**src/ctb_pkg.sv**
```systemverilog
// Purpose: Shared constants and carrier types for the CAN transmit buffer bookkeeping block.
// Assumes: AHB-Lite register access with 32-bit data, one register per aligned word.
// Notes: Printed offsets are not all multiples of four, so they are kept as word indices.
package ctb_pkg;
    localparam int CTB_NBUF = 3;
    localparam logic [7:0] CTB_IDX_TFLG = 8'h06;
    localparam logic [7:0] CTB_IDX_TIER = 8'h07;
    localparam logic [7:0] CTB_IDX_TARQ = 8'h08;
    localparam logic [7:0] CTB_IDX_TAAK = 8'h09;
    localparam logic [7:0] CTB_IDX_CTRL = 8'h0A;
    localparam logic [7:0] CTB_IDX_STAT = 8'h0B;
    localparam logic [7:0] CTB_IDX_IMSK = 8'h0C;
    localparam logic [7:0] CTB_IDX_EVT = 8'h0D;
    localparam logic [2:0] CTB_TFLG_RESET = 3'h7;
    localparam logic [2:0] CTB_TIER_RESET = 3'h0;
    localparam logic [2:0] CTB_TARQ_RESET = 3'h0;
    localparam int CTB_CTRL_INIT_REQUEST_BIT = 0;
    localparam int CTB_CTRL_LISTEN_BIT = 1;
    localparam int CTB_CTRL_SEL_LSB = 4;
    localparam int CTB_EVT_BIT_DONE = 0;
    localparam int CTB_EVT_BIT_ABORT = 1;
    localparam logic [1:0] CTB_HTRANS_NONSEQ = 2'h2;

    // Per-buffer report from the protocol engine, one-cycle pulses.
    typedef struct packed {
        logic [2:0] sent;
        logic [2:0] abort_ok;
    } ctb_eng_s;

    typedef struct packed {
        logic init_request;
        logic listen;
    } ctb_mode_s;
endpackage

```
**src/ctb_sync_ack.sv**
```systemverilog
// Purpose: Init acknowledge generator: follows the init request after a two-stage settle.
// Assumes: Request is synchronous to hclk.
// Notes: Acknowledge rises two cycles after request rises and falls two cycles after it falls.
`timescale 1ns/1ps
module ctb_sync_ack
    import ctb_pkg::*;
(
    input wire logic hclk,
    input wire logic hresetn,
    input wire logic req,
    output logic ack
);
    logic stage_q;

    always_ff @(posedge hclk or negedge hresetn) begin
        if (!hresetn) begin
            stage_q <= 1'b0;
            ack <= 1'b0;
        end else begin
            stage_q <= req;
            ack <= stage_q;
        end
    end
endmodule

```
**src/ctb_top.sv**
```systemverilog
// Purpose: Transmit buffer empty flags, empty interrupt enables and abort requests of a CAN node.
// Assumes: AHB-Lite single word transfers; protocol engine pulses arrive synchronous to hclk.
// Notes: Registers answer with zero wait states; unmapped words read zero, writes ignored.
// Operation
// - Writing one clears an empty flag; writing zero leaves it.
// - Empty flags held at reset in init mode; writable only outside it.
// - Interrupt enables held at reset in init mode; writable afterwards.
// - Abort request register at index 0x08, three low bits, resets zero.
// - Empty flag sets after a successful transmission.
// - Empty flag sets after a granted abort.
// - Transmit interrupt stays high while an enabled empty flag is set.
// - Each enable bit gates its buffer's empty interrupt.
// - Clearing an empty flag clears its abort acknowledge.
// - Setting an empty flag clears its abort request.
// - In listen mode flags cannot be cleared and no transmission starts.
// - Buffer access blocked while its flag is zero and scheduled.
// - One empty flag per buffer in bits two to zero.
// - Abort granted only before start or after failure; software cannot clear.
// - Granted abort sets the buffer's abort acknowledge flag.
//
// Design decision made here: the AHB-Lite slave port.
`timescale 1ns/1ps
module ctb_top
    import ctb_pkg::*;
(
    input wire logic hclk,
    input wire logic hresetn,
    input wire logic hsel,
    input wire logic [31:0] haddr,
    input wire logic [1:0] htrans,
    input wire logic hwrite,
    input wire logic [2:0] hsize,
    input wire logic [31:0] hwdata,
    input wire logic hready,
    output logic [31:0] hrdata,
    output logic hreadyout,
    output logic hresp,
    input wire ctb_eng_s eng,
    input wire logic [2:0] eng_abortable,
    output logic [2:0] tx_schedule,
    output logic [2:0] tx_abort_pending,
    output logic buf_access_ok,
    output logic init_acknowledge,
    output logic tx_irq,
    output logic evt_irq
);
    logic [2:0] tx_buffer_empty_q;
    logic [2:0] tx_empty_irq_en_q;
    logic [2:0] abort_request_q;
    logic [2:0] abort_acknowledge_q;
    ctb_mode_s mode_q;
    logic [2:0] buf_sel_q;
    logic [1:0] evt_stat_q;
    logic [1:0] evt_mask_q;
    logic wr_pend_q;
    logic [7:0] wr_idx_q;
    logic ack_w;
    logic in_init;
    logic out_init;
    logic wr_go;
    logic rd_go;
    logic [7:0] a_idx;
    logic [2:0] wdat3;
    logic [2:0] clr_txe;
    logic [2:0] set_txe;
    logic [2:0] grant;
    logic [2:0] sel_low;

    ctb_sync_ack ctb_sync_ack_i (
        .hclk(hclk),
        .hresetn(hresetn),
        .req(mode_q.init_request),
        .ack(ack_w)
    );

    assign in_init = mode_q.init_request & ack_w;
    assign out_init = !mode_q.init_request & !ack_w;
    assign a_idx = haddr[9:2];
    assign rd_go = hsel & hready & (htrans == CTB_HTRANS_NONSEQ) & !hwrite;
    assign wr_go = wr_pend_q;
    assign wdat3 = hwdata[2:0];
    // An abort is granted only when the engine says the message is idle or failed.
    assign grant = abort_request_q & ~tx_buffer_empty_q & eng_abortable
                 & ~eng.sent;
    // Listen mode discards every clear of an empty flag.
    assign clr_txe = (wr_go && wr_idx_q == CTB_IDX_TFLG && out_init && !mode_q.listen)
                   ? wdat3 : 3'h0;
    assign set_txe = (eng.sent | grant) & ~tx_buffer_empty_q;
    assign sel_low = buf_sel_q & (~buf_sel_q + 3'h1);

    // Write address phase captured for the following data phase.
    always_ff @(posedge hclk or negedge hresetn) begin
        if (!hresetn) begin
            wr_pend_q <= 1'b0;
            wr_idx_q <= 8'h00;
        end else begin
            wr_pend_q <= hsel & hready & (htrans == CTB_HTRANS_NONSEQ) & hwrite;
            wr_idx_q <= a_idx;
        end
    end

    // Control word: init request is writable always, so software can leave init.
    always_ff @(posedge hclk or negedge hresetn) begin
        if (!hresetn) begin
            mode_q <= '{init_request: 1'b1, listen: 1'b0};
            buf_sel_q <= 3'h0;
        end else if (wr_go && wr_idx_q == CTB_IDX_CTRL) begin
            mode_q.init_request <= hwdata[CTB_CTRL_INIT_REQUEST_BIT];
            mode_q.listen <= hwdata[CTB_CTRL_LISTEN_BIT];
            buf_sel_q <= in_init ? 3'h0 : hwdata[CTB_CTRL_SEL_LSB +: 3];
        end else if (in_init) begin
            buf_sel_q <= 3'h0;
        end
    end

    always_ff @(posedge hclk or negedge hresetn) begin
        if (!hresetn) begin
            tx_buffer_empty_q <= CTB_TFLG_RESET;
        end else if (in_init) begin
            tx_buffer_empty_q <= CTB_TFLG_RESET;
        end else begin
            // One flag per buffer; hardware set wins over a same-cycle clear.
            tx_buffer_empty_q <= (tx_buffer_empty_q & ~clr_txe) | set_txe;
        end
    end

    always_ff @(posedge hclk or negedge hresetn) begin
        if (!hresetn) begin
            tx_empty_irq_en_q <= CTB_TIER_RESET;
        end else if (in_init) begin
            tx_empty_irq_en_q <= CTB_TIER_RESET;
        end else if (wr_go && wr_idx_q == CTB_IDX_TIER && out_init) begin
            tx_empty_irq_en_q <= wdat3;
        end
    end

    // Software can only set request bits; only a set empty flag or init mode clears them.
    always_ff @(posedge hclk or negedge hresetn) begin
        if (!hresetn) begin
            abort_request_q <= CTB_TARQ_RESET;
        end else if (in_init) begin
            abort_request_q <= CTB_TARQ_RESET;
        end else begin
            abort_request_q <= (abort_request_q
                | ((wr_go && wr_idx_q == CTB_IDX_TARQ && out_init) ? wdat3 : 3'h0))
                & ~set_txe;
        end
    end

    always_ff @(posedge hclk or negedge hresetn) begin
        if (!hresetn) begin
            abort_acknowledge_q <= 3'h0;
        end else if (in_init) begin
            abort_acknowledge_q <= 3'h0;
        end else begin
            abort_acknowledge_q <= (abort_acknowledge_q & ~clr_txe) | (grant & set_txe);
        end
    end

    // Event status: done and abort events, write one to clear, set wins.
    always_ff @(posedge hclk or negedge hresetn) begin
        if (!hresetn) begin
            evt_stat_q <= 2'h0;
            evt_mask_q <= 2'h0;
        end else begin
            evt_stat_q[CTB_EVT_BIT_DONE] <= (evt_stat_q[CTB_EVT_BIT_DONE]
                & !(wr_go && wr_idx_q == CTB_IDX_STAT && hwdata[CTB_EVT_BIT_DONE]))
                | |(eng.sent & set_txe);
            evt_stat_q[CTB_EVT_BIT_ABORT] <= (evt_stat_q[CTB_EVT_BIT_ABORT]
                & !(wr_go && wr_idx_q == CTB_IDX_STAT && hwdata[CTB_EVT_BIT_ABORT]))
                | |(grant & set_txe);
            if (wr_go && wr_idx_q == CTB_IDX_IMSK) begin
                evt_mask_q <= hwdata[1:0];
            end
        end
    end

    always_ff @(posedge hclk or negedge hresetn) begin
        if (!hresetn) begin
            tx_schedule <= 3'h0;
            tx_abort_pending <= 3'h0;
            buf_access_ok <= 1'b0;
            init_acknowledge <= 1'b0;
            tx_irq <= 1'b0;
            evt_irq <= 1'b0;
        end else begin
            // Current register values feed the outputs, so they trail the flags by one cycle.
            tx_schedule <= mode_q.listen ? 3'h0 : ~tx_buffer_empty_q;
            tx_abort_pending <= abort_request_q;
            buf_access_ok <= |(sel_low & tx_buffer_empty_q);
            init_acknowledge <= ack_w;
            tx_irq <= |(tx_buffer_empty_q & tx_empty_irq_en_q);
            evt_irq <= |(evt_stat_q & evt_mask_q);
        end
    end

    always_ff @(posedge hclk or negedge hresetn) begin
        if (!hresetn) begin
            hrdata <= 32'h0000_0000;
            hreadyout <= 1'b1;
            hresp <= 1'b0;
        end else begin
            hreadyout <= 1'b1;
            hresp <= 1'b0;
            hrdata <= 32'h0000_0000;
            if (rd_go) begin
                case (a_idx)
                    CTB_IDX_TFLG: hrdata <= {29'h0, tx_buffer_empty_q};
                    CTB_IDX_TIER: hrdata <= {29'h0, tx_empty_irq_en_q};
                    CTB_IDX_TARQ: hrdata <= {29'h0, abort_request_q};
                    CTB_IDX_TAAK: hrdata <= {29'h0, abort_acknowledge_q};
                    CTB_IDX_CTRL: hrdata <= {25'h0, sel_low, 1'b0, ack_w,
                                             mode_q.listen, mode_q.init_request};
                    CTB_IDX_STAT: hrdata <= {30'h0, evt_stat_q};
                    CTB_IDX_IMSK: hrdata <= {30'h0, evt_mask_q};
                    default: hrdata <= 32'h0000_0000;
                endcase
            end
        end
    end
endmodule

```
**config.mk**
```make
export PLATFORM = sky130hd
export DESIGN_NAME = ctb_top
export DESIGN_NICKNAME = d
export VERILOG_FILES = /design/src/ctb_pkg.sv /design/src/ctb_sync_ack.sv /design/src/ctb_top.sv
export SDC_FILE = /design/constraint.sdc
export NUM_CORES = 1
export LEC_CHECK = 0
export BUFFER_PORTS_ARGS = -buffer_cell sky130_fd_sc_hd__buf_2
export CAP_MARGIN = 20
export CORE_AREA = 2 2 72 74
export CTS_BUF_LIST = sky130_fd_sc_hd__clkbuf_4 sky130_fd_sc_hd__clkbuf_8
export CTS_CLUSTER_DIAMETER = 30
export CTS_CLUSTER_SIZE = 16
export DETAILED_ROUTE_END_ITERATION = 16
export DIE_AREA = 0 0 74 76
export GPL_TIMING_DRIVEN = 0
export PLACE_DENSITY = 0.86
export SLEW_MARGIN = 20
export SYNTH_ARGS = -nofsm -noshare
export SYNTH_HDL_FRONTEND = slang
export SYNTH_HIERARCHICAL = 1
export SYNTH_SLANG_ARGS = --single-unit
```
**constraint.sdc**
```tcl
create_clock -name hclk -period 5.1 [get_ports hclk]
set_input_delay 0 -clock hclk [delete_from_list [all_inputs] [get_ports hclk]]
set_output_delay 0 -clock hclk [all_outputs]
set_load 0.005 [all_outputs]
```
==> results_dict.tcl <==
set metrics [dict create \
    status "finished, violations left" \
    violations "negative hold slack" \
    grt_use_total_pct 16.93 \
    antenna_cells 0 \
    period_needed_ns 2.050 \
    finalSetupTns_ns 0 \
    setup_violations 0 \
    synthFlopType "dfrtp_1" \
    critical_path_required_ns 5.30 \
    hold_viol_final 1 \
    clkTransAtPathRegs_ns 0.09 \
    grt_pass1_vias 1595 \
    syn_avg_cell_area_um2 10.63 \
    hpwl_um 3422 \
    yosysMostFrequentCell "dfrtp_1" \
    cts_sinks 48 \
    coreArea_um2 4912 \
    cp_max_fo 6 \
    stdcell_count 374 \
    worstMarginPinSlew_ns 0.6335 \
    synth_cell_types 43 \
    end_kind "register" \
    vias 1749 \
    r2r-end "abort_acknowledge_q[2]$_DFF_PN0_" \
    seq_area_frac_synth_pct 53.03 \
    syn_inst 214 \
    yosysTopAreaCell "dfrtp_1" \
    synth_edf_count 0 \
    powerDensity_nw_per_um2 240.3 \
    max-vdd-ir-drop_uv 105.6 \
    drive_gt1_share_pct 32.24 \
    io_buffer_count 42 \
    whs_endpoint "wr_go$_DFF_PN0_" \
    antenna_found_initial 0 \
    cts_resized 0 \
    place_inst 352 \
    critical_path.startpoint_type "register" \
    period_share_pct 40.19 \
    ctsHoldBuffers 14 \
    ff2ff_path_depth 4 \
    whs_path_depth 3 \
    die_w_um 74 \
    h-tree-depth 2 \
    crit_type "register to register" \
    rsz0062_at_grt "false" \
    synthTopCellsByCount "44 x dfrtp_1, 28 x buf_4, 20 x nand2_1" \
    grt_overflow_total 0 \
    syn_to_final_growth_pct 27.94 \
    async_flop_share_pct 100.0 \
    ys_ff_latch 48 \
    max_slew_margin_pct 57.41 \
    r2r-start "wr_idx_q[3]$_DFF_PN0_" \
    ant_nets 0 \
    slew_viol_final 0 \
    final_nets 386 \
    drc 0 \
    grt_pass1_wl_um 7272 \
    postCtsSetupBuffers 0 \
    syn_area_um2 2275 \
    start_util_pct 46.31 \
    io_pins 127 \
    fin_skew_ns 0.01275 \
    cts-root-buf "clkbuf_8" \
    drt_iter0_drc 147 \
    yosysTopAreaCellShare_pct 48.40 \
    clock.fmax_ghz 0.4879 \
    holdCritPathClass "input pin to register" \
    yosys-top-cells-area "dfrtp_1 48%, buf_4 9.2%, dfstp_2 4.6%" \
    cts.path.max_buffers 2 \
    die_area_um2 5624 \
    p_leak_nw 1.449 \
    firstDrtPassIters 4 \
    yosys_warnings 6 \
    tritoncts "built" \
    die_h_um 76 \
    cts_buffers 5 \
    crit_start "wr_idx_q[3]$_DFF_PN0_" \
    core.rowCount 26 \
    wl_per_cell_um 12.44 \
    insertion_delay_ns 0.30 \
    min_from "htrans[0]" \
    critPathArrivalTime_ns 2.25 \
    postRouteWirelength_um 4651 \
    fillCellCount 421 \
    grt_max_degree 49 \
    max_cap_viol_count 0 \
    holdWs_ns -0.001975 \
    gp_congestion 0.9152 \
    routed_via_density 4.676 \
    ff2ff_setup_slack_ns 3.05 \
]
-- state kept, by name, indices dropped and copies added, names as in the netlist, 2 cells and up --
register	cells
abort_acknowledge_q	3
abort_request_q	3
buf_sel_q	3
evt_mask_q	2
evt_stat_q	2
hrdata	6
mode_q	2
tx_abort_pending	3
tx_buffer_empty_q	3
tx_empty_irq_en_q	3
tx_schedule	3
wr_idx_q	8
-- per-stage QoR --
stage	power (W)	hold WS [ns]	cell area, um2	utilization [%]	setup slack (ns)
after CTS	0.0007055	0.002025	2908	59.20	3.045
after global placement	0.0004654	0.1319	2670	54.36	3.083
after floorplan	0.0004390	-0.2956	2372	-	3.232
after detailed placement	0.0004670	0.1313	2670	54.36	3.047
after global routing	0.0007299	0.01667	2910	59.25	2.962
final	0.0006993	-0.001975	2910	59.25	3.050
-- worst max-delay path, cell delays in order (launching register included) --
cell      delay, ns
dfrtp_1        0.41
or4b_1         0.59
nor4_2         0.57
a21boi_0       0.19
o21a_1         0.20
-- area by class of cell --
| cell class | instances | area (um2) | area share (%) |
|---|---|---|---|
| multi-input cells | 150 | 894.6 | 30.74 |
| flip-flops and latches | 48 | 1206 | 41.44 |
| clock buffers | 6 | 82.58 | 2.837 |
| clock inverters | 2 | 15.01 | 0.5159 |
| repair buffers | 56 | 352.8 | 12.12 |
| plain buffers | 36 | 249.0 | 8.555 |
| inverters | 6 | 22.52 | 0.7739 |
| well taps | 70 | 87.58 | 3.009 |
-- logic make-up (layout without fill, tap and decap cells) --
kind of cell | Yosys count | in the layout | synth area share [%]
AOI/OAI and AO/OA | 41 | 41 | 11.72
DFF | 48 | 48 | 53.03
muxes | 11 | 11 | 5.501
other | 2 | 28 | 0.3302
buffers and inverters | 42 | 106 | 11.94
and+or+nand+nor | 70 | 70 | 17.49
-- where the power goes --
group	leakage [nW]	total, W	switching, W	internal [W]
combinational	0.787	0.0000757	0.0000361	0.0000396
clock	0.0434	0.000230	0.000121	0.000110
sequential	0.618	0.000393	0.00000576	0.000388
-- layer usage --
metal	up-vias	GRT usage, %	wire length (um)
li1	864	-	-
met1	815	22.30	2012
met2	64	26.70	2259
met3	6	5.026	334
met4	0	5.273	44
met5	-	0	0
-- cells in the final DEF, fill, tap and decap left out, drive strengths merged, types with 4 or more instances in the layout --
cell type    count
nand3b           4
dlygate4sd3     14
nand2           20
a21oi            9
mux2i            5
conb            28
dfrtp           44
o21ai           11
nor3             4
dfstp            4
nand3            4
nand4            4
inv              6
buf             72
clkbuf          12
mux2             6
nor2            16
-- worst max-delay path by stage --
stage          depth (start not counted)  slack [ns]                               end
4_1_cts                                4        3.04  abort_acknowledge_q[2]$_DFF_PN0_
3_5_place_dp                           4        3.05  abort_acknowledge_q[2]$_DFF_PN0_
5_1_grt                                4        2.96  abort_acknowledge_q[0]$_DFF_PN0_
6_report                               4        3.05  abort_acknowledge_q[2]$_DFF_PN0_
2_1_floorplan                          4        3.23             mode_q[0]$_DFFE_PN0P_
3_3_place_gp                           4        3.08  abort_acknowledge_q[2]$_DFF_PN0_
Note: power is estimated with default switching activity, not from simulation.
